`src/rtl/uart_regs_pkg.sv`:
```
package uart_regs_pkg;
    // ------------------------------------------------------------------
    // Register offsets
    // ------------------------------------------------------------------
    localparam logic [2:0] OFS_BAUD_DIVISOR_LOW   = 3'h0;
    localparam logic [2:0] OFS_BAUD_DIVISOR_HIGH  = 3'h1;
    localparam logic [2:0] OFS_INTERRUPT_IDENT    = 3'h2;

    // ------------------------------------------------------------------
    // Bank select and fields
    // ------------------------------------------------------------------
    localparam int         LFC_BANK_BIT           = 7;
    localparam logic [7:0] LFC_ENHANCED_KEY       = 8'hBF;
    localparam int         QC_QUEUE_EN_BIT        = 0;
    localparam int         IE_LINE_STATUS_BIT     = 2;

    // ------------------------------------------------------------------
    // Reset values and identification codes
    // ------------------------------------------------------------------
    localparam logic [7:0] RST_BAUD_DIVISOR_LOW   = 8'h01;
    localparam logic [7:0] RST_BAUD_DIVISOR_HIGH  = 8'h00;
    localparam logic [7:0] RST_INTERRUPT_IDENT    = 8'h01;
    localparam logic [4:0] SRC_NONE               = 5'h00;
    localparam logic [4:0] SRC_LINE_STATUS        = 5'h03;
endpackage : uart_regs_pkg

```
`src/rtl/irq_prioritizer.sv`:
```
`timescale 1ns/1ps
// ----------------------------------------------------------------------
// Picks the highest ranked enabled source
// ----------------------------------------------------------------------
module irq_prioritizer #(
    parameter int N = 1
) (
    input  wire logic [N-1:0]   pending,
    input  wire logic [N*5-1:0] codes,
    output logic                any,
    output logic [4:0]          code
);
    logic [N:0]     hit;
    logic [N*5+4:0] sel;

    assign hit[0]     = 1'b0;
    assign sel[4:0]   = uart_regs_pkg::SRC_NONE;

    // Index 0 ranks highest; later entries only win when all above are idle
    genvar i;
    generate
        for (i = 0; i < N; i++) begin : g_rank
            assign hit[i+1]         = hit[i] | pending[i];
            assign sel[i*5+9:i*5+5] = (!hit[i] && pending[i]) ? codes[i*5+4:i*5]
                                                              : sel[i*5+4:i*5];
        end
    endgenerate

    assign any  = hit[N];
    assign code = sel[N*5+4:N*5];
endmodule : irq_prioritizer

```
`src/rtl/uart_divisor_irq_regs.sv`:
```
`timescale 1ns/1ps
// Overview of operation
// - Divisor high at 0x01 when bank bit set, not BF
// - Divisor high gives upper eight divisor bits
// - Divisor high clears only on power-on reset
// - Read-only ident at 0x02, bank bit clear, reset 01
// - Ident bits 7:6 mirror queue enable bit
// - Ident bit 0 low while interrupt pending
// - Line status error reads 000110, top priority
// - Divisor low at 0x00, same bank, resets 01
// - Line status reported only when enabled
module uart_divisor_irq_regs (
    input  wire logic        core_clk,
    input  wire logic        rstn,
    input  wire logic        soft_rst,
    input  wire logic        reg_wr,
    input  wire logic        reg_rd,
    input  wire logic [2:0]  reg_addr,
    input  wire logic [7:0]  reg_wdata,
    output logic [7:0]       reg_rdata,
    output logic             reg_hit,
    input  wire logic [7:0]  line_format_control,
    input  wire logic [7:0]  queue_control,
    input  wire logic [7:0]  interrupt_enables,
    input  wire logic        line_status_err,
    output logic [15:0]      baud_divisor,
    output logic             irq_pending
);
    // ------------------------------------------------------------------
    // Reset synchroniser
    // ------------------------------------------------------------------
    logic [1:0] rst_sync;
    logic       rst_n_int;

    // Async assert, synchronous release to avoid recovery hazards
    always_ff @(posedge core_clk or negedge rstn) begin
        if (!rstn) begin
            rst_sync <= 2'b00;
        end else begin
            rst_sync <= {rst_sync[0], 1'b1};
        end
    end
    assign rst_n_int = rst_sync[1];

    // ------------------------------------------------------------------
    // Bank decode
    // ------------------------------------------------------------------
    logic div_bank;
    logic norm_bank;
    logic wr_div_low;
    logic wr_div_high;
    logic rd_ident;

    assign div_bank    = line_format_control[uart_regs_pkg::LFC_BANK_BIT]
                         && (line_format_control != uart_regs_pkg::LFC_ENHANCED_KEY);
    assign norm_bank   = !line_format_control[uart_regs_pkg::LFC_BANK_BIT];
    assign wr_div_low  = reg_wr && div_bank
                         && (reg_addr == uart_regs_pkg::OFS_BAUD_DIVISOR_LOW);
    assign wr_div_high = reg_wr && div_bank
                         && (reg_addr == uart_regs_pkg::OFS_BAUD_DIVISOR_HIGH);
    assign rd_ident    = norm_bank && (reg_addr == uart_regs_pkg::OFS_INTERRUPT_IDENT);

    // ------------------------------------------------------------------
    // Divisor latches
    // ------------------------------------------------------------------
    logic [7:0] baud_divisor_low;
    logic [7:0] baud_divisor_high;

    // Only power-on reset clears them; soft reset must keep the baud rate
    always_ff @(posedge core_clk or negedge rst_n_int) begin
        if (!rst_n_int) begin
            baud_divisor_low <= uart_regs_pkg::RST_BAUD_DIVISOR_LOW;
        end else if (wr_div_low) begin
            baud_divisor_low <= reg_wdata;
        end
    end

    always_ff @(posedge core_clk or negedge rst_n_int) begin
        if (!rst_n_int) begin
            baud_divisor_high <= uart_regs_pkg::RST_BAUD_DIVISOR_HIGH;
        end else if (wr_div_high) begin
            baud_divisor_high <= reg_wdata;
        end
    end

    // Upper byte forms the top of the generator divisor
    assign baud_divisor = {baud_divisor_high, baud_divisor_low};

    // ------------------------------------------------------------------
    // Interrupt identification
    // ------------------------------------------------------------------
    logic       src_any;
    logic [4:0] src_code;
    logic       ls_active;

    assign ls_active = line_status_err
                       && interrupt_enables[uart_regs_pkg::IE_LINE_STATUS_BIT];

    // Further sources append below; entry 0 ranks first
    irq_prioritizer #(
        .N       (1)
    ) u_prio (
        .pending (ls_active),
        .codes   (uart_regs_pkg::SRC_LINE_STATUS),
        .any     (src_any),
        .code    (src_code)
    );

    logic [7:0] ident;
    logic [7:0] next_ident;
    logic       qen;

    assign qen = queue_control[uart_regs_pkg::QC_QUEUE_EN_BIT];

    // Assembled live; registered so the host sees a stable byte
    always_comb begin
        next_ident      = 8'h00;
        next_ident[7:6] = {qen, qen};
        next_ident[5:1] = src_code;
        next_ident[0]   = !src_any;
    end

    // Soft reset also returns ident to its default
    always_ff @(posedge core_clk or negedge rst_n_int) begin
        if (!rst_n_int) begin
            ident <= uart_regs_pkg::RST_INTERRUPT_IDENT;
        end else if (soft_rst) begin
            ident <= uart_regs_pkg::RST_INTERRUPT_IDENT;
        end else begin
            ident <= next_ident;
        end
    end

    assign irq_pending = !ident[0];

    // ------------------------------------------------------------------
    // Read path
    // ------------------------------------------------------------------
    always_ff @(posedge core_clk or negedge rst_n_int) begin
        if (!rst_n_int) begin
            reg_rdata <= 8'h00;
            reg_hit   <= 1'b0;
        end else begin
            reg_hit   <= 1'b0;
            reg_rdata <= 8'h00;
            if (reg_rd) begin
                if (div_bank && reg_addr == uart_regs_pkg::OFS_BAUD_DIVISOR_LOW) begin
                    reg_rdata <= baud_divisor_low;
                    reg_hit   <= 1'b1;
                end else if (div_bank
                             && reg_addr == uart_regs_pkg::OFS_BAUD_DIVISOR_HIGH) begin
                    reg_rdata <= baud_divisor_high;
                    reg_hit   <= 1'b1;
                end else if (rd_ident) begin
                    reg_rdata <= ident;
                    reg_hit   <= 1'b1;
                end
            end
        end
    end
endmodule : uart_divisor_irq_regs

```
`config.mk`:
```
export PLATFORM = sky130hd
export DESIGN_NAME = uart_divisor_irq_regs
export DESIGN_NICKNAME = d
export VERILOG_FILES = /design/src/rtl/uart_regs_pkg.sv /design/src/rtl/irq_prioritizer.sv /design/src/rtl/uart_divisor_irq_regs.sv
export SDC_FILE = /design/constraint.sdc
export NUM_CORES = 1
export LEC_CHECK = 0
export BUFFER_PORTS_ARGS = -buffer_cell sky130_fd_sc_hd__buf_2
export CAP_MARGIN = 10
export CORE_ASPECT_RATIO = 0.6
export CORE_MARGIN = 2
export CORE_UTILIZATION = 36
export DETAILED_ROUTE_END_ITERATION = 8
export GPL_TIMING_DRIVEN = 1
export HOLD_SLACK_MARGIN = 0.12
export PLACE_DENSITY_LB_ADDON = 0.05
export SLEW_MARGIN = 20
export SYNTH_ARGS = -nofsm -noshare
export SYNTH_HDL_FRONTEND = slang
export SYNTH_SLANG_ARGS = --single-unit
export TNS_END_PERCENT = 50
```
`constraint.sdc`:
```
create_clock -name core_clk -period 1 [get_ports core_clk]
set_input_delay 0.1 -clock core_clk [delete_from_list [all_inputs] [get_ports core_clk]]
set_output_delay 0.1 -clock core_clk [all_outputs]
set_load 0.005 [all_outputs]
```
# Word-level counts from Yosys, hierarchy flattened

Index checks and enable logic that the tools add are counted.

Output and inout bits: 26
Input bits: 41
Word-level logic and storage cells: 31
Flip-flop bits (word level): 35

Reductions and logical operators: 12
Eq/ne operators: 3
Muxes and demuxes: 10

Operators with widths:

| kind                                                             | count |
|---|---|
| 8-bit 2-to-1 mux                                                 | 5 |
| 1-bit logical AND                                                | 8 |
| 8-bit inequality test (second input constant)                    | 1 |
| 1-bit 2-to-1 mux                                                 | 4 |
| 3-bit by 1-bit == test with 1-bit output (second input constant) | 1 |
| 3-bit by 2-bit == test with 1-bit output (second input constant) | 1 |
| 1-bit logical NOT                                                | 3 |
| 3-bit logical NOT                                                | 1 |
| 2-bit 2-to-1 mux                                                 | 1 |

# Longest topological paths before layout

Depth after elaboration: 6
Mapped depth: 4
Depth with buffers taken out: 3

# Modules after synthesis

From an unflattened synthesis, not the netlist that was laid out.

Cell total of the unflattened synthesis: 119
Area, all modules: 1546.5 um^2

Modules (own cells, without submodules):

| module                | area an instance (um^2) | seq. area each (um^2) | times used | cells each |
|---|---|---|---|---|
| uart_divisor_irq_regs | 1507.7                  | 853.3                 | 1          | 113 |
| irq_prioritizer       | 38.8                    | 0.0                   | 1          | 6 |

# Least setup slack after synthesis

OpenSTA, ideal clock, no wires.

Path type: input to register
Start point: input line_format_control[2]
End point: register baud_divisor_high[0]
Buffers on the path: 0
Data required time: 0.875 ns
Stages: 3
Setup slack: -0.169 ns
Arrival: 1.044 ns
Library setup time: 0.125 ns
Cells stage by stage: nand3_1 -> o211ai_2 -> mux2_2

Cells in the longest elaborated chain, start to end: 4

Ends and longest elaborated chain:

| element               | line                        | text |
|---|---|---|
| start, declared       | uart_divisor_irq_regs.sv:22 | `input wire logic [7:0] line_format_control,` |
| 8-bit inequality test | uart_divisor_irq_regs.sv:55 | `&& (line_format_control != uart_regs_pkg::LFC_ENHANCED_KEY);` |
| 1-bit logical AND     | uart_divisor_irq_regs.sv:55 |  |
| 1-bit logical AND     | uart_divisor_irq_regs.sv:59 | `assign wr_div_high = reg_wr && div_bank` |
| 1-bit logical AND     | uart_divisor_irq_regs.sv:60 | `&& (reg_addr == uart_regs_pkg::OFS_BAUD_DIVISOR_HIGH);` |
| end signal, assigned  | uart_divisor_irq_regs.sv:80 | `baud_divisor_high <= uart_regs_pkg::RST_BAUD_DIVISOR_HIGH;` |
| end signal, assigned  | uart_divisor_irq_regs.sv:82 | `baud_divisor_high <= reg_wdata;` |
| end, declared         | uart_divisor_irq_regs.sv:67 | `logic [7:0] baud_divisor_high;` |

Every way passes these cells.
A chain may end at the register's enable or synchronous reset.

# Final worst setup path

Start point: register ident[0]
End point: output irq_pending

Cells in the longest elaborated chain, start to end: 1

Ends and longest elaborated chain:

| element                | line                         | text |
|---|---|---|
| start, declared        | uart_divisor_irq_regs.sv:109 | `logic [7:0] ident;` |
| start signal, assigned | uart_divisor_irq_regs.sv:126 | `ident <= uart_regs_pkg::RST_INTERRUPT_IDENT;` |
| start signal, assigned | uart_divisor_irq_regs.sv:128 | `ident <= uart_regs_pkg::RST_INTERRUPT_IDENT;` |
| start signal, assigned | uart_divisor_irq_regs.sv:130 | `ident <= next_ident;` |
| 1-bit logical NOT      | uart_divisor_irq_regs.sv:134 | `assign irq_pending = !ident[0];` |
| end, declared          | uart_divisor_irq_regs.sv:27  | `output logic irq_pending` |

Every way passes these cells.

==> results.txt <==
The flow ran to the end, but the final reports show violations. The checks that failed: negative setup slack. The clock latency at the later pin of the worst-skew pair came out at 0.28 ns. The fmax came out at 0.957 GHz. The setup slack on the worst flop-to-flop path is 0.02 ns. The placement-stage cell area is 1750 sq um. After legalization and detailed placement, the total HPWL measured 2280 um.

The launch point of the worst path is ident[0]. After synthesis, the mean cell area works out to 13.6 sq um. The die area came out at 4130 sq um. The time the final worst path needs with I/O delays and setup is 1.05 ns. The area growth from synthesis to layout is 58.2%. The most common flop cell mapped by yosys is sky130_fd_sc_hd__dfrtp_1. The switching component of the power came out at 818 uW. The site row count is 16. The first-pass iteration count of the detailed router came out at 4. The detailed router finished its first iteration with 39 violations. The worst-case hold slack is 0.133 ns.

The final design instance area without fill came out at 2060 sq um. The synthesized netlist cell count came out at 96. At the end of the flow, the number of nets in the layout was 221. The worst vdd rail ir drop is 1.07 mV. The slowest stage of the critical path is the sky130_fd_sc_hd__dfstp_2 cell.

The switching fraction of total power came out at 25.8%. Measured on the finished design, the core utilization comes to 61.3%. Setup repair after global routing could not meet its margin everywhere. The static leakage is 0.992 nW. In this run the tool buffered the top-level ports with 52 buffer cells.

By area the synthesized netlist is led by sky130_fd_sc_hd__dfrtp_1 54%, sky130_fd_sc_hd__mux2_2 14%, sky130_fd_sc_hd__dfstp_2 4.0%, sky130_fd_sc_hd__a221oi_1 3.4%, sky130_fd_sc_hd__nor3_1 3.1%. The setup slack of the critical path after layout is -0.0453 ns. The clock sink count came out at 30. In this run the worst path has a maximum fanout of 2. The longest individual stage delay on the worst path came out at 0.54 ns. The number of global-route vias before repair came out at 1076.

The ratio of final minimum period to clock period is 105%. The flip-flop and latch count after synthesis is 30. The CTS clock-pin slew for the worst setup and hold paths came out at 0.06 ns. The endpoint arrival time on the critical path is 0.95 ns. The floorplan step set the die height to 50.6 um. The number of top-level pins is 67. The clock network fraction of design power is 28.3%.

The total routing resource utilization after global routing is 17.0%. Entering global routing, the biggest net connects 29 pins. The count of distinct cell types in the synthesized netlist is 26. The detail-routed net length per standard cell is 13.7 um. The type of destination of the critical path is an output port.

The reported max-cap violation count is 0. Dividing total power by cell area gives a power density of 1540 nW/um^2. The largest total area in the synthesized netlist belongs to sky130_fd_sc_hd__dfrtp_1. Setup violations remaining at the end of the flow were counted as 2. Ranked by instance count, the synthesized netlist is headed by 28 x sky130_fd_sc_hd__dfrtp_1, 16 x sky130_fd_sc_hd__mux2_2, 8 x sky130_fd_sc_hd__nor3_1.

The number of failing hold endpoints at the final stage came out at 0. The remaining antenna violation count after routing is 0. The combinational group share of total power is 23.7%. The floorplan step defined a core boundary enclosing 3360 sq um. The dominant cell by count in the synthesized netlist is sky130_fd_sc_hd__dfrtp_1. For this run, the register share of the synthesized area comes to 57.8%. The initial antenna violation count came out at 0. After detailed routing, the number of remaining DRC violations is 0. The effective utilization at floorplan came out at 38.7%. The overall routed net length came out at 3090 um. The total clock buffers created by CTS is 5. The placed instance count is 204. The min-delay analysis places its worst path in the category in -> async.

The overall via count from detail_route is 1034. The number of pins with negative max-slew slack in the final report came to 0. The synthesized net count came out at 137. The number of antenna cells inserted is 0.

In the routed layout, each cell is associated on average with a via count of 4.58. In this run the cell area of the synthesized design comes to 1300 sq um. CTS placed an instance of sky130_fd_sc_hd__clkbuf_8 at the clock tree root.

The worst clock skew on the final layout came out at 0.00301 ns. The final weighted congestion in routability-driven placement is 0.753. Cell internal power was estimated by the tool at 2.35 mW. The width of the die came out at 81.7 um. In the synthesized netlist the async set-or-reset flop fraction comes to 100%.

The startpoint identified for the worst register-to-register timing path is baud_divisor_high[6]. The signal on the critical path passes through inv_2, buf_6. The first global-routing pass estimated 5040 um of wire. The post-route netlist has 57.5% of its cells at a drive strength greater than 1.

The largest buffer count on any clock path is 2. TritonCTS built the clock tree. Global routing finished with a remaining overflow of 0. The worst setup path is launched from a register.

Sequential cells burn 48.0% of the power. The data required time of the critical path is 0.90 ns. During synthesis, Yosys emitted a total of 0 warnings. The number of synthesized flops with an enable pin came out at 0. The H-tree level count came out at 2.

Leaving out filler cells and counting taps, the final layout contains 226. The kind of critical path is reg -> out. The share of synthesized area in the top cell type comes to 53.8%.
[power groups by stage]
| stage | registers [mW] | clock network, mW | logic (mW) |
|---|---|---|---|
| 6_report | 1.52 | 0.896 | 0.753 |
| 5_1_grt | 1.55 | 0.999 | 0.826 |
| 4_1_cts | 1.52 | 0.929 | 0.701 |
| 3_5_place_dp | 1.54 | 0 | 0.636 |
| 3_3_place_gp | 1.53 | 0 | 0.629 |
| 2_1_floorplan | 1.55 | 0 | 0.248 |
[state kept, by name (all words and copies together) (netlist names)]
name	cells
rst_sync	2
baud_divisor_high	8
baud_divisor_low	8
reg_hit	1
ident	3
reg_rdata	8
[routing by layer]
layer,routed length [um],share of wire [%],up-vias,track usage (%)
li1,-,-,525,-
met1,1540,50,462,24.9
met2,1290,42,42,23.8
met3,213,6.9,5,4.32
met4,44,1.4,0,6.94
met5,0,0,-,0
[worst max-delay path, delay by kind of cell (launching register included)]
kind	cells	cell delay (ns)
DFF	1	0.54
buffers and inverters	2	0.13
[cell usage in the layout (no fill, tap or decap), drive strengths merged, types with 2 or more instances in the layout]
cell	netlist	layout
buf	1	65
dfrtp	28	28
mux2	16	16
dlygate4sd3	0	13
nor3	8	8
clkbuf	0	8
o211ai	7	7
a221oi	5	5
nand2	4	4
nand2b	4	4
mux2i	3	3
or2	2	2
nor2b	2	2
dfstp	2	2
inv	2	2
[through the flow]
step                      TNS [ns]  power, mW  setup WS, ns
after floorplan              -1.91       1.79        -0.105
after global placement       -5.54       2.16        -0.269
after detailed placement     -5.81       2.17        -0.284
after CTS                   -0.113       3.15       -0.0610
after global routing        -0.267       3.37       -0.0913
final                      -0.0672       3.17       -0.0453
[path summary, 6_finish.rpt]
| kind | endpoint | cells after the start |
|---|---|---|
| worst max register to register | reg_rdata[6] | 3 |
| max in group asynchronous | ident[0] | 1 |
| worst max-delay path | irq_pending | 2 |
| worst min-delay path | rst_sync[0] | 2 |
| worst min register to register | baud_divisor_high[2] | 1 |
| min in group core_clk | reg_hit | 3 |
[final cells by class]
type	instances	area, sq um
Fill cell	279	1300
Sequential cell	30	753
Multi-Input combinational cell	62	601
Timing Repair Buffer	78	559
Clock buffer	8	80.1
Tap cell	45	56.3
Inverter	3	11.3
[timing repair]
action | in CTS | in global routing
hold buffers | 13 | 0
setup buffers | 0 | 1
setup endpoints to repair | 7 | 24
endpoints found under the hold margin | 21 | 0
pin swaps | 1 | 4
cloned | 0 | 0
resized for setup | 3 | 15
[kinds of logic (layout without fill, tap and decap cells)]
kind of cell	after synthesis	count (layout)	synth area share, %
buffers and inverters	4	89	1.44
AOI/OAI and AO/OA	14	14	8.93
and+or+nand+nor	28	28	15.4
DFF	30	30	57.8
muxes	19	19	16.1
other	1	1	0.288
Power figures use the tool's default switching activity.
